[src/fcr_defs.vh]
`ifndef FCR_DEFS_VH
`define FCR_DEFS_VH
`define FCR_REG_W 10
`define FCR_BIT_PHASE_A_HIGH_OVERVOLTAGE 0
`define FCR_BIT_PHASE_B_HIGH_OVERVOLTAGE 1
`define FCR_BIT_PHASE_C_HIGH_OVERVOLTAGE 2
`define FCR_BIT_PHASE_A_LOW_OVERVOLTAGE 3
`define FCR_BIT_PHASE_B_LOW_OVERVOLTAGE 4
`define FCR_BIT_PHASE_C_LOW_OVERVOLTAGE 5
`define FCR_BIT_REGULATOR_UNDERVOLTAGE 6
`define FCR_BIT_BOOT_UNDERVOLTAGE_A 7
`define FCR_BIT_BOOT_UNDERVOLTAGE_B 8
`define FCR_BIT_BOOT_UNDERVOLTAGE_C 9
`define FCR_REG_RESET 10'h000
`define FCR_CLK_MHZ 50
`define FCR_MON_DELAY_NS 600
`define FCR_MON_DELAY_CYC ((`FCR_MON_DELAY_NS * `FCR_CLK_MHZ + 999) / 1000)
`endif

[src/fcr_fault_capture_serial_readout.v]
`timescale 1ns/1ps
`include "fcr_defs.vh"

// ----------------------------------------------
// fifo of captured snapshots
// ----------------------------------------------
module fcr_fifo #(
   parameter WIDTH = 10,
   parameter DEPTH = 16,
   parameter AW = 4
) (
   input wire clk_in,
   input wire rst_n_in,
   input wire in_valid_in,
   output wire in_ready_out,
   input wire [WIDTH-1:0] in_data_in,
   output wire out_valid_out,
   input wire out_ready_in,
   output wire [WIDTH-1:0] out_data_out
);
   reg [WIDTH-1:0] mem_q [0:DEPTH-1];
   reg [AW-1:0] wp_q;
   reg [AW-1:0] rp_q;
   reg [AW:0] cnt_q;
   wire push;
   wire pop;

   // handshake flags
   assign in_ready_out = (cnt_q != DEPTH[AW:0]);
   assign out_valid_out = (cnt_q != {(AW+1){1'b0}});
   assign out_data_out = mem_q[rp_q];
   assign push = in_valid_in & in_ready_out;
   assign pop = out_valid_out & out_ready_in;

   // pointers and fill count
   always @(posedge clk_in) begin
      if (!rst_n_in) begin
         wp_q <= {AW{1'b0}};
         rp_q <= {AW{1'b0}};
         cnt_q <= {(AW+1){1'b0}};
      end else begin
         if (push) begin
            wp_q <= wp_q + 1'b1;
         end
         if (pop) begin
            rp_q <= rp_q + 1'b1;
         end
         if (push & ~pop) begin
            cnt_q <= cnt_q + 1'b1;
         end else if (pop & ~push) begin
            cnt_q <= cnt_q - 1'b1;
         end
      end
   end

   // write port
   always @(posedge clk_in) begin
      if (push) begin
         mem_q[wp_q] <= in_data_in;
      end
   end
endmodule

// ----------------------------------------------
// fault capture with serial readout
// ----------------------------------------------
module fcr_fault_capture_serial_readout #(
   parameter DEPTH = 16,
   parameter DEAD_CYC = 25,
   parameter MON_CYC = `FCR_MON_DELAY_CYC
) (
   input wire clk_in,
   input wire rst_n_in,
   input wire [5:0] fet_on_in,
   input wire [5:0] vds_over_in,
   input wire regulator_uv_in,
   input wire [2:0] boot_uv_in,
   input wire logic_uv_in,
   input wire overtemp_in,
   input wire short_latch_enable_in,
   input wire fault_flag_data_in,
   output wire fault_flag_data_out,
   output wire fault_flag_data_oe_n_out,
   input wire fault_flag_clock_in,
   output wire fault_flag_clock_out,
   output wire fault_flag_clock_oe_n_out,
   output wire outputs_disable_out,
   output wire [`FCR_REG_W-1:0] fault_capture_out,
   output wire snap_valid_out,
   input wire snap_ready_in,
   output wire [`FCR_REG_W-1:0] snap_data_out
);
   localparam BLANK_CYC = DEAD_CYC + MON_CYC;
   localparam BW = 8;
   localparam ST_IDLE = 2'h0;
   localparam ST_WAIT = 2'h1;
   localparam ST_SHIFT = 2'h2;

   reg [2:0] sync_q;
   reg [1:0] st_q;
   reg [3:0] idx_q;
   reg [`FCR_REG_W-1:0] capture_q;
   reg [2:0] boot_state_q;
   reg [5:0] short_state_q;
   reg [5:0] fet_prev_q;
   reg [BW*6-1:0] blank_q;
   reg data_low_q;
   reg clock_low_q;
   reg [4:0] async_s1_q;
   reg [4:0] async_s2_q;
   wire clk_sync;
   wire clk_fall;
   wire clk_rise;
   wire [5:0] vds_valid;
   wire short_now;
   wire uv_now;
   wire fault_now;
   wire done_edge;
   wire fifo_ready;
   wire reg_uv;
   wire lgc_uv;
   wire [2:0] bt_uv;
   wire ovt;

   // two-stage synchroniser for boot, logic and overtemp monitor levels
   always @(posedge clk_in) begin
      if (!rst_n_in) begin
         async_s1_q <= 5'h00;
         async_s2_q <= 5'h00;
      end else begin
         async_s1_q <= {overtemp_in, logic_uv_in, boot_uv_in};
         async_s2_q <= async_s1_q;
      end
   end
   // monitor levels, synchronised except regulator_uv_in
   assign bt_uv = async_s2_q[2:0];
   assign lgc_uv = async_s2_q[3];
   assign ovt = async_s2_q[4];
   assign reg_uv = regulator_uv_in;

   always @(posedge clk_in) begin
      if (!rst_n_in) begin
         // pin is pulled low in reset, so no false edge follows
         sync_q <= 3'h0;
      end else begin
         sync_q <= {sync_q[1:0], fault_flag_clock_in};
      end
   end
   assign clk_sync = sync_q[1];
   assign clk_fall = sync_q[2] & ~sync_q[1];
   assign clk_rise = ~sync_q[2] & sync_q[1];

   genvar g;
   generate
      for (g = 0; g < 6; g = g + 1) begin : g_blank
         always @(posedge clk_in) begin
            if (!rst_n_in) begin
               blank_q[g*BW +: BW] <= {BW{1'b0}};
            end else if (!fet_on_in[g]) begin
               blank_q[g*BW +: BW] <= {BW{1'b0}};
            end else if (!fet_prev_q[g]) begin
               blank_q[g*BW +: BW] <= BLANK_CYC[BW-1:0];
            end else if (blank_q[g*BW +: BW] != {BW{1'b0}}) begin
               blank_q[g*BW +: BW] <= blank_q[g*BW +: BW] - 1'b1;
            end
         end
         assign vds_valid[g] = fet_on_in[g] & fet_prev_q[g] & vds_over_in[g]
            & (blank_q[g*BW +: BW] == {BW{1'b0}});
      end
   endgenerate

   // previous on levels mark each turn-on
   always @(posedge clk_in) begin
      if (!rst_n_in) begin
         fet_prev_q <= 6'h00;
      end else begin
         fet_prev_q <= fet_on_in;
      end
   end

   // readout finished on the falling edge after the last bit
   assign done_edge = (st_q == ST_SHIFT) && clk_fall && (idx_q == `FCR_REG_W - 1);

   always @(posedge clk_in) begin
      if (!rst_n_in) begin
         capture_q <= `FCR_REG_RESET;
         boot_state_q <= 3'h0;
         short_state_q <= 6'h00;
      end else if (lgc_uv) begin
         capture_q <= `FCR_REG_RESET;
         boot_state_q <= 3'h0;
         short_state_q <= 6'h00;
      end else if (done_edge) begin
         // clear after readout, new events still kept
         capture_q <= {bt_uv, reg_uv, vds_valid};
         boot_state_q <= bt_uv;
         short_state_q <= vds_valid & {6{short_latch_enable_in}};
      end else begin
         capture_q <= capture_q | {bt_uv, reg_uv, vds_valid};
         boot_state_q <= boot_state_q | bt_uv;
         short_state_q <= short_state_q | (vds_valid & {6{short_latch_enable_in}});
      end
   end

   // present fault states, unlatched ones follow inputs
   assign short_now = (|short_state_q) | (|vds_valid);
   assign uv_now = lgc_uv | reg_uv | (|boot_state_q);
   assign fault_now = short_now | uv_now;

   always @(posedge clk_in) begin
      if (!rst_n_in) begin
         st_q <= ST_IDLE;
         idx_q <= 4'h0;
      end else begin
         case (st_q)
            ST_IDLE: begin
               idx_q <= 4'h0;
               if (fault_now && !lgc_uv && clk_sync) begin
                  st_q <= ST_WAIT;
               end
            end
            ST_WAIT: begin
               if (!fault_now || lgc_uv) begin
                  st_q <= ST_IDLE;
               end else if (clk_fall) begin
                  st_q <= ST_SHIFT;
               end
            end
            ST_SHIFT: begin
               if (lgc_uv) begin
                  st_q <= ST_IDLE;
               end else if (clk_fall) begin
                  if (idx_q == `FCR_REG_W - 1) begin
                     st_q <= ST_IDLE;
                     idx_q <= 4'h0;
                  end else begin
                     idx_q <= idx_q + 1'b1;
                  end
               end
            end
            default: begin
               st_q <= ST_IDLE;
            end
         endcase
      end
   end

   always @(posedge clk_in) begin
      if (!rst_n_in) begin
         data_low_q <= 1'b1;
         clock_low_q <= 1'b1;
      end else if (lgc_uv) begin
         data_low_q <= 1'b0;
         clock_low_q <= 1'b0;
      end else if (done_edge) begin
         data_low_q <= 1'b1;
         clock_low_q <= 1'b1;
      end else if (st_q == ST_SHIFT) begin
         data_low_q <= ~capture_q[idx_q];
         clock_low_q <= 1'b0;
      end else if (fault_now) begin
         data_low_q <= ~uv_now;
         clock_low_q <= 1'b0;
      end else begin
         data_low_q <= 1'b1;
         clock_low_q <= 1'b1;
      end
   end

   // open-drain pins only ever pull low
   assign fault_flag_data_out = 1'b0;
   assign fault_flag_data_oe_n_out = ~data_low_q;
   assign fault_flag_clock_out = 1'b0;
   assign fault_flag_clock_oe_n_out = ~clock_low_q;
   assign outputs_disable_out = fault_now & ~(short_now & ~uv_now & ~(|short_state_q));
   assign fault_capture_out = capture_q;

   // snapshot of each completed readout while the fifo has room
   fcr_fifo #(
      .WIDTH(`FCR_REG_W),
      .DEPTH(DEPTH),
      .AW(4)
   ) u_fifo (
      .clk_in(clk_in),
      .rst_n_in(rst_n_in),
      .in_valid_in(done_edge),
      .in_ready_out(fifo_ready),
      .in_data_in(capture_q),
      .out_valid_out(snap_valid_out),
      .out_ready_in(snap_ready_in),
      .out_data_out(snap_data_out)
   );
endmodule

[config.mk]
export PLATFORM = sky130hd
export DESIGN_NAME = fcr_fault_capture_serial_readout
export DESIGN_NICKNAME = d
export VERILOG_FILES = /design/src/fcr_fault_capture_serial_readout.v
export VERILOG_INCLUDE_DIRS = /design/src /design/src/src
export SDC_FILE = /design/constraint.sdc
export NUM_CORES = 1
export LEC_CHECK = 0
export BUFFER_PORTS_ARGS = -buffer_cell sky130_fd_sc_hd__clkbuf_2
export CAP_MARGIN = 10
export CORE_ASPECT_RATIO = 1.25
export CORE_MARGIN = 2
export CORE_UTILIZATION = 50
export CTS_BUF_LIST = sky130_fd_sc_hd__clkbuf_16
export DETAILED_ROUTE_END_ITERATION = 16
export GPL_TIMING_DRIVEN = 0
export MAX_ROUTING_LAYER = met4
export PLACE_DENSITY = 0.67
export SLEW_MARGIN = 20
export SYNTH_ARGS = -nofsm -noshare
export SYNTH_HDL_FRONTEND = slang
export SYNTH_SLANG_ARGS = --single-unit
export TNS_END_PERCENT = 100
[constraint.sdc]
create_clock -name clk_in -period 8.3 [get_ports clk_in]
set_clock_uncertainty 0.15 [all_clocks]
set_input_delay 1.245 -clock clk_in [delete_from_list [all_inputs] [get_ports clk_in]]
set_output_delay 1.245 -clock clk_in [all_outputs]
set_load 0.005 [all_outputs]
==> results of run 1 <==
-- cell usage in the layout, fill, tap and decap left out, types with 5 or more instances in the layout --
| master | instances |
|---|---|
| mux2i_1 | 6 |
| or3_1 | 5 |
| buf_4 | 6 |
| mux4_2 | 51 |
| ha_1 | 23 |
| nor3_1 | 8 |
| dfxtp_1 | 109 |
| clkbuf_16 | 27 |
| clkbuf_2 | 45 |
| and2_1 | 23 |
| nor2_1 | 54 |
| edfxtp_1 | 160 |
| xor2_1 | 20 |
| clkinv_2 | 9 |
| clkbuf_1 | 19 |
| inv_1 | 37 |
| nor4_1 | 8 |
| xnor2_1 | 19 |
| nand3_1 | 22 |
| a21boi_0 | 5 |
| and3_1 | 9 |
| nand2b_1 | 8 |
| o21ai_0 | 17 |
| nand2_1 | 44 |
| a31oi_1 | 6 |
| a21oi_1 | 55 |
| nor3b_1 | 7 |
-- worst paths after layout --
path	from	endpoint	slack [ps]	cells past startpoint
max	flip-flop	snap_data_out[8]	4210	5
max reg2reg	idx_q[0]	u_fifo.cnt_q[4]	4700	11
min	sync_q[0]	sync_q[1]	280	1
min reg2reg	sync_q[0]	sync_q[1]	280	1
-- layer usage --
metal,track usage [%],vias up,share of wire [%]
met3,3.04,26,4.4
li1,-,3011,-
met4,5.57,0,2.1
met1,23.9,3154,41
met5,-,-,0
met2,36.0,162,53
-- flip-flops by register name, summed over array words and instances, names as in the netlist, named ones only --
signal and count:
u_fifo.mem_q 160, blank_q 48, fault_capture_out 10, fet_prev_q 6
short_state_q 6, u_fifo.cnt_q 5, async_s1_q 4, async_s2_q 4
idx_q 4, u_fifo.rp_q 4, u_fifo.wp_q 4, boot_state_q 3
sync_q 3, st_q 2, clock_low_q 1, data_low_q 1
-- layout make-up --
type	count	share of cell area, %
Buffer	27	0.996
Clock buffer	27	5.55
Clock inverter	21	0.740
Inverter	29	0.894
Multi-Input combinational cell	439	29.5
Sequential cell	269	57.4
Tap cell	279	2.87
Timing Repair Buffer	49	2.10
-- stage by stage --
stage	setup slack (ps)	area, um^2
4_1_cts	4140	12200
3_3_place_gp	4650	11400
3_5_place_dp	4710	11400
6_report	4210	12200
2_1_floorplan	5120	10800
5_1_grt	4060	12200
-- power groups by stage --
stage	combinational, W	sequential, W	clock (W)
6_report	0.000114	0.00145	0.00105
3_5_place_dp	0.000113	0.00148	0
2_1_floorplan	0.0000854	0.00147	0
4_1_cts	0.000115	0.00145	0.00108
3_3_place_gp	0.000108	0.00148	0
5_1_grt	0.000131	0.00145	0.00113
-- cells by family (layout without fill, tap and decap cells) --
group	Yosys count	in the layout
XOR/XNOR	39	39
other	1	2
flip-flops	269	269
buffers and inverters	56	153
AO/OA/AOI/OAI	100	100
AND/OR/NAND/NOR	217	217
adder cells (fa/ha/maj)	24	24
multiplexers	57	57
==> out/summary.txt, run 1 <==
Synth Register Bits: 269
main combinational cell family by area after synthesis: multiplexers
Setup Fix Bufs, Post-CTS: 0
Slew @ Worst Pin: 962 ps
Compound-Gate Fraction of Synth Area: 5.47%
Mapped Area: 10800 um^2
GPL Wtd Cong: 0.808
Die Area: 22800 um^2
ANT nets after route: 0
grt total ovfl: 0
vias in the first global route: 6600
clk buf depth: 3
WS Path Type: reg -> out
fin. max-slew vios: 0
worst vdd ir: 0.151 mV
IO Pins: 50
worst path required time: 6900 ps
cell family with most CP delay: multiplexers
via/cell ratio: 5.57
Lkg Pwr: 4.30 nW
fmax: 0.245 GHz
Layout Cells excl Fill: 1140
area leader, netlist: edfxtp_1
drt pass-1 iters: 4
clk slew on worst S/H paths: 60 ps
Mean Syn Cell Area: 14.1 um^2
largest net degree at the start of global routing: 20
TritonCTS Buffers: 26
global-route total usage across every layer: 20.2%
Final Routed Wirelength: 21600 um
Initial Util: 50.6%
status: finished clean
slowest CP cell: mux4_2
antenna violations before repair: 0
CP max stage delay: 620 ps
Area growth syn-to-layout: 12.9%
area share of the largest cell type after synthesis: 44.5%
Overall Power: 0.00262 W
Period minus WS final: 4090 ps
Crit. End Element: primary output
Fin. Hold Viols: 0
CP bufs+invs: 3
worst hold margin: 284 ps
Slew headroom: 35.6%
Critical Path Source Type: flip-flop
Die Span Y: 168 um
CP arrival: 2690 ps
fin nets: 889
DR iter-0 viols: 289
first-pass GRT wire length: 34800 um
Post-Synth XOR/XNOR Area: 3.17%
Synth Flop Type: edfxtp_1
worst hold path type: reg -> reg
CTS tree: built
sinks on the clock net: 269
Residual DRC: 0
worst-path maximum fanout: 10
most frequent cells after synthesis: edfxtp_1, dfxtp_1, a21oi_1, nor2_1, mux4_2
Comb power frac: 4.4%
dominant cells by area after synthesis: edfxtp_1, dfxtp_1, mux4_2
Switch Pwr: 0.000558 W
DR WL/cell: 19.0 um
post-synthesis sequential area ratio: 64.8%
via count: 6353
part of the power in the clock network: 40.2%
Synth Area in Adders: 2.85%
clock root buffer: clkbuf_16
post_cts resized: 0
# setup viols final: 0
cell mode on critical path: mux4_2
period utilization: 49.3%
yosys warns: 0
hold-fix buffers at CTS: 0
Post-Syn Instances: 763
H-tree levels: 1
Core ar.: 21300 um^2
Flop pwr share: 55.4%
Clock Latency Late Sink: 520 ps
Sw Share: 21.3%
share of cells above drive strength 1: 17.9%
Netlist cell types: 49
RSZ-0062 raised after global routing: no
EDFF count, synth: 160
Int Power: 0.00206 W
asr flop ratio synth: 0%
top-count cell post-synth: edfxtp_1
# fillers: 1707
dpl cells: 1092
n_diodes: 0
setup TNS: 0 ps
Cell Rows: 60
Util after Layout: 57.1%
MaxCap Viol Count: 0
pwr/cell area: 215 nW/um^2
width of the die: 135 um
multiplexer share of the synthesized area: 11.2%
CP Cell Sequence: clkbuf_1, buf_2, mux4_2, mux4_2, clkbuf_2
Post-Synth Simple-Gate Area: 10.4%
FF+latch area: 6990 um^2
PortBufs: 45
multi-input logic area: 3590 um^2
DP Wirelength: 15000 um
Power figures use the tool's default switching activity.
==> run 2, diff against run 1 <==
Clock period 8.3 ns to 3.77 ns, I/O delays scaled along.
==> run 2 against run 1 <==
  * Sequential power rose by 120%
  * Non-clock buffer count rose by 1
  * Via count rose by 0.33%
  * Power rose by 120%
  * Routed wire length rose by 0.56%
  * Critical path type unchanged
  * Cell area barely moved
==> out/summary.txt, run 2 (synthesis results as in run 1) <==
status: finished clean
number of flip-flops in the largest register: 160 (unchanged)
H-tree levels: 1 (unchanged)
clock root buffer: clkbuf_16
Largest Register: u_fifo.mem_q
ANT nets after route: 0 (unchanged)
worst hold path type: in -> reg
clk slew on worst S/H paths: 60 ps (about the same)
CTS tree: built
hold-fix buffers at CTS: 0 (unchanged)
largest net degree at the start of global routing: 20 (unchanged)
PortBufs: 45 (unchanged)
Lkg Pwr: 4.30 nW (+0.13%)
fmax: 0.294 GHz
setup TNS: 0 ps (unchanged)
DR iter-0 viols: 268 (-7.3%)
Final Routed Wirelength: 21700 um (+0.56%)
first-pass GRT wire length: 34800 um (unchanged)
drt pass-1 iters: 4 (unchanged)
clk buf depth: 3 (unchanged)
Residual DRC: 0 (unchanged)
Slew @ Worst Pin: 991 ps (+28.5 ps)
Setup Fix Bufs, Post-CTS: 0 (unchanged)
worst path required time: 3050 ps (-3850 ps)
Crit. End Element: primary output
pwr/cell area: 473 nW/um^2 (+120%)
Area growth syn-to-layout: 13.0% (about the same)
DR WL/cell: 19.0 um (+0.47%)
RSZ-0062 raised after global routing: no
vias in the first global route: 6600 (unchanged)
period utilization: 90.4%
Critical Path Source Type: flip-flop
share of cells above drive strength 1: 18.0% (+0.095 points)
n_diodes: 0 (unchanged)
IO Pins: 50 (unchanged)
CP arrival: 2690 ps (about the same)
worst hold margin: 105 ps (-179 ps)
WS Path Type: reg -> out
fin. max-slew vios: 0 (unchanged)
antenna violations before repair: 0 (unchanged)
global-route total usage across every layer: 20.2% (unchanged)
worst vdd ir: 0.332 mV (+120%)
Die Span Y: 168 um (unchanged)
Worst Hold Depth: 2 (+1)
width of the die: 135 um (unchanged)
Initial Util: 50.6% (unchanged)
# setup viols final: 0 (unchanged)
worst-path maximum fanout: 10 (unchanged)
RR Startpoint: u_fifo.cnt_q[0]
post_cts resized: 0 (unchanged)
grt total ovfl: 0 (unchanged)
via count: 6374 (+0.33%)
GPL Wtd Cong: 0.808 (unchanged)
commonest non-fill, non-tap cell in the layout: edfxtp_1
Slew headroom: 33.7% (-1.9 points)
Core ar.: 21300 um^2 (unchanged)
via/cell ratio: 5.59 (+0.24%)
Period minus WS final: 3410 ps
MaxCap Viol Count: 0 (unchanged)
TritonCTS Buffers: 26 (unchanged)
Clock Latency Late Sink: 520 ps (about the same)
Cell Rows: 60 (unchanged)
sinks on the clock net: 269 (unchanged)
Die Area: 22800 um^2 (unchanged)
DP Wirelength: 15000 um (unchanged)
most frequent cells in the layout: edfxtp_1, dfxtp_1, a21oi_1, nor2_1, mux4_2
Fin. Hold Viols: 0 (unchanged)
Worst R2R Path Depth: 11 (unchanged)
fin nets: 890 (+0.11%)
Worst Min Path Start: fault_flag_clock_in
[run 2: cell count changes in the layout (fill, tap and decap cells not counted), sizes merged]
cell / before / now
buf: 12 / 13
[run 2: path summary, 6_finish.rpt]
path                            slack (ps)               end
worst max-delay path                   360  snap_data_out[8]
worst min-delay path                   100         sync_q[0]
worst max register to register         380   u_fifo.cnt_q[4]
worst min register to register         280     async_s2_q[3]
[run 2: where the power goes]
group / total (W) / internal, W / switching [W]
registers: 0.00319 / 0.00314 / 0.0000559
logic: 0.000252 / 0.000110 / 0.000142
clock network: 0.00232 / 0.00129 / 0.00103
total: 0.00576 / 0.00453 / 0.00123
[run 2: metal layers]
layer | share of wire [%] | global-route usage (%) | vias to the layer above
met3 | 4.5 | 3.04 | 26
met2 | 53 | 36.0 | 168
met1 | 41 | 23.9 | 3168
met4 | 2.1 | 5.57 | 0
li1 | - | - | 3012
met5 | 0 | - | -
[run 2: final cells by class]
| type | instances | area, um^2 |
|---|---|---|
| Fill cell | 1707 | 9130 |
| Clock inverter | 21 | 90.1 |
| Multi-Input combinational cell | 439 | 3590 |
| Clock buffer | 27 | 676 |
| Inverter | 29 | 109 |
| Tap cell | 279 | 349 |
| Sequential cell | 269 | 6990 |
| Buffer | 27 | 121 |
| Timing Repair Buffer | 50 | 263 |
[run 2: worst max-delay path: stages, from the launching register on]
cell and delay, ps:
dfxtp_1 310, clkbuf_1 220, buf_2 390, mux4_2 620, mux4_2 500, clkbuf_2 130
[run 2: per-stage QoR]
stage / util (%) / cells / total power (W) / instance area (um^2) / worst slack, ps
5_1_grt: 57.2 / 1141 / 0.00598 / 12200 / 67.1
6_report: 57.2 / 1141 / 0.00576 / 12200 / 363
4_1_cts: 57.1 / 1140 / 0.00582 / 12200 / 191
3_3_place_gp: 53.3 / 1088 / 0.00349 / 11400 / 117
3_5_place_dp: 53.5 / 1092 / 0.00351 / 11400 / 209
2_1_floorplan: - / 764 / 0.00342 / 10800 / 592
==> run 3, diff against run 2 <==
Settings changed: CORE_UTILIZATION 50 to 45, PLACE_DENSITY 0.67 to default, SKIP_LAST_GASP from default to 1.
==> run 3 against run 2 <==
  * Clock-buffer cell count unchanged
  * Routed wire length up 1.3%
  * Power up 4.4%
  * Cell count up 1.1%
  * Critical endpoint unchanged
  * Largest cell class unchanged
==> out/summary.txt, run 3 (synthesis results as in run 1) <==
ANT nets after route: 0 (unchanged)
DP Wirelength: 15100 um (+1.2%)
clock root buffer: clkbuf_16
vias in the first global route: 6581 (-0.29%)
via/cell ratio: 5.46 (-2.2%)
number of flip-flops in the largest register: 160 (unchanged)
Residual DRC: 0 (unchanged)
PortBufs: 45 (unchanged)
CP max stage delay: 600 ps (-20 ps)
Period minus WS final: 3400 ps (-3.75 ps)
fin. max-slew vios: 0 (unchanged)
Core ar.: 23600 um^2 (+11%)
fmax: 0.294 GHz (+0.11%)
WS Path Type: reg -> out
fin nets: 890 (unchanged)
slowest CP cell: mux4_2
clk buf depth: 3 (unchanged)
Die Span Y: 177 um (+5.3%)
Fin. Hold Viols: 0 (unchanged)
worst path required time: 3050 ps (about the same)
Slew headroom: 31.5% (-2.2 points)
MaxCap Viol Count: 0 (unchanged)
antenna violations before repair: 0 (unchanged)
worst vdd ir: 0.346 mV (+4.1%)
Cell Rows: 63 (+5.0%)
Util after Layout: 52.0% (-5.1 points)
Die Area: 25200 um^2 (+11%)
clk slew on worst S/H paths: 60 ps (about the same)
Final Routed Wirelength: 22000 um (+1.3%)
Lkg Pwr: 4.33 nW (+0.53%)
share of cells above drive strength 1: 18.4% (+0.46 points)
period utilization: 90.3% (-0.099 points)
grt total ovfl: 0 (unchanged)
Area growth syn-to-layout: 14.0%
via count: 6306 (-1.1%)
most frequent cells in the layout: edfxtp_1, dfxtp_1, a21oi_1, nor2_1, mux4_2
RSZ-0062 raised after global routing: no
cell mode on critical path: mux4_2
first-pass GRT wire length: 35000 um (+0.53%)
TritonCTS Buffers: 26 (unchanged)
largest net degree at the start of global routing: 20 (unchanged)
R2R setup slack: 370 ps (about the same)
sinks on the clock net: 269 (unchanged)
setup TNS: 0 ps (unchanged)
status: finished clean
Largest Register: u_fifo.mem_q
n_diodes: 0 (unchanged)
H-tree levels: 1 (unchanged)
worst-path maximum fanout: 10 (unchanged)
CP bufs+invs: 3 (unchanged)
worst hold path type: in -> reg
Critical Path Source Type: flip-flop
DR WL/cell: 19.1 um (+0.13%)
CTS tree: built
IO Pins: 50 (unchanged)
Clock Latency Late Sink: 530 ps (about the same)
Crit. End Element: primary output
commonest non-fill, non-tap cell in the layout: edfxtp_1
global-route total usage across every layer: 18.5% (-1.7 points)
# setup viols final: 0 (unchanged)
CP Cell Sequence: clkbuf_1, buf_2, mux4_2, mux4_2, clkbuf_2
CP arrival: 2690 ps (about the same)
pwr/cell area: 489 nW/um^2 (+3.4%)
width of the die: 142 um (+5.2%)
DR iter-0 viols: 400 (+49%)
cell family with most CP delay: multiplexers
GPL Wtd Cong: 0.836 (+3.5%)
drt pass-1 iters: 5 (+1)
Initial Util: 45.6% (-5.0 points)
Slew @ Worst Pin: 1020 ps (+32.3 ps)
==> run 3: changes by cell type in the layout (fill, tap and decap cells not counted), sizes merged <==
cell	before	now
clkinvlp	0	2
inv	37	36
bufinv	0	3
clkinv	13	9
==> run 3: per-stage QoR <==
| stage | cells | hold WS (ps) | total power [W] | setup WS [ps] | cell area (um^2) |
|---|---|---|---|---|---|
| after floorplan | 764 | 262 | 0.00342 | 592 | 10800 |
| after global placement | 1101 | 264 | 0.00349 | 47.0 | 11400 |
| after detailed placement | 1105 | 269 | 0.00351 | 164 | 11400 |
| after CTS | 1153 | 74.3 | 0.00608 | 133 | 12300 |
| after global routing | 1154 | 91.0 | 0.00625 | 115 | 12300 |
| final | 1154 | 91.4 | 0.00602 | 367 | 12300 |
==> run 3: worst register-to-register path, stage by stage (launching register included) <==
cell and delay, ps:
dfxtp_1 360, nor4_1 640, nand2b_1 230, nand2_1 210
ha_1 210, inv_1 110, fa_1 470, a21o_1 180
a21oi_1 170, xnor2_1 90, or3_1 310, a21boi_0 180
==> run 3: final cells by class <==
class / instances / area [um^2]
multi-input cells: 439 / 3590
inverters: 29 / 109
flip-flops and latches: 269 / 6990
clock inverters: 21 / 188
well taps: 292 / 365
repair buffers: 50 / 263
plain buffers: 27 / 121
clock buffers: 27 / 676
fillers: 1968 / 11300
==> run 3: final timing paths <==
path,start,end,cells after the start
setup / recovery,flip-flop,snap_data_out[8],5
hold / removal,logic_uv_in,async_s1_q[3],2
setup reg to reg,u_fifo.cnt_q[0],u_fifo.cnt_q[4],11
hold reg to reg,async_s1_q[3],async_s2_q[3],1
==> run 3: per-layer routing <==
layer | up-vias | part of all wire [%] | GRT usage, % | wire, um
li1 | 3012 | - | - | -
met1 | 3120 | 41 | 22.2 | 9030
met2 | 141 | 52 | 32.8 | 11500
met3 | 33 | 4.7 | 2.73 | 1020
met4 | 0 | 2.0 | 4.74 | 442
met5 | - | 0 | - | 0
==> run 3: repair_timing <==
action                                  CTS  global route
buffers inserted                          0             1
hold buffers                              0             0
endpoints found under the setup margin    0             1
resized for setup                         0             0
endpoints found under the hold margin     0             0
==> run 3: report_power, final <==
group | internal (W) | switching, W | leakage (nW)
Sequential | 0.00314 | 0.0000558 | 2.28
Combinational | 0.000110 | 0.000140 | 1.60
Clock | 0.00151 | 0.00107 | 0.440
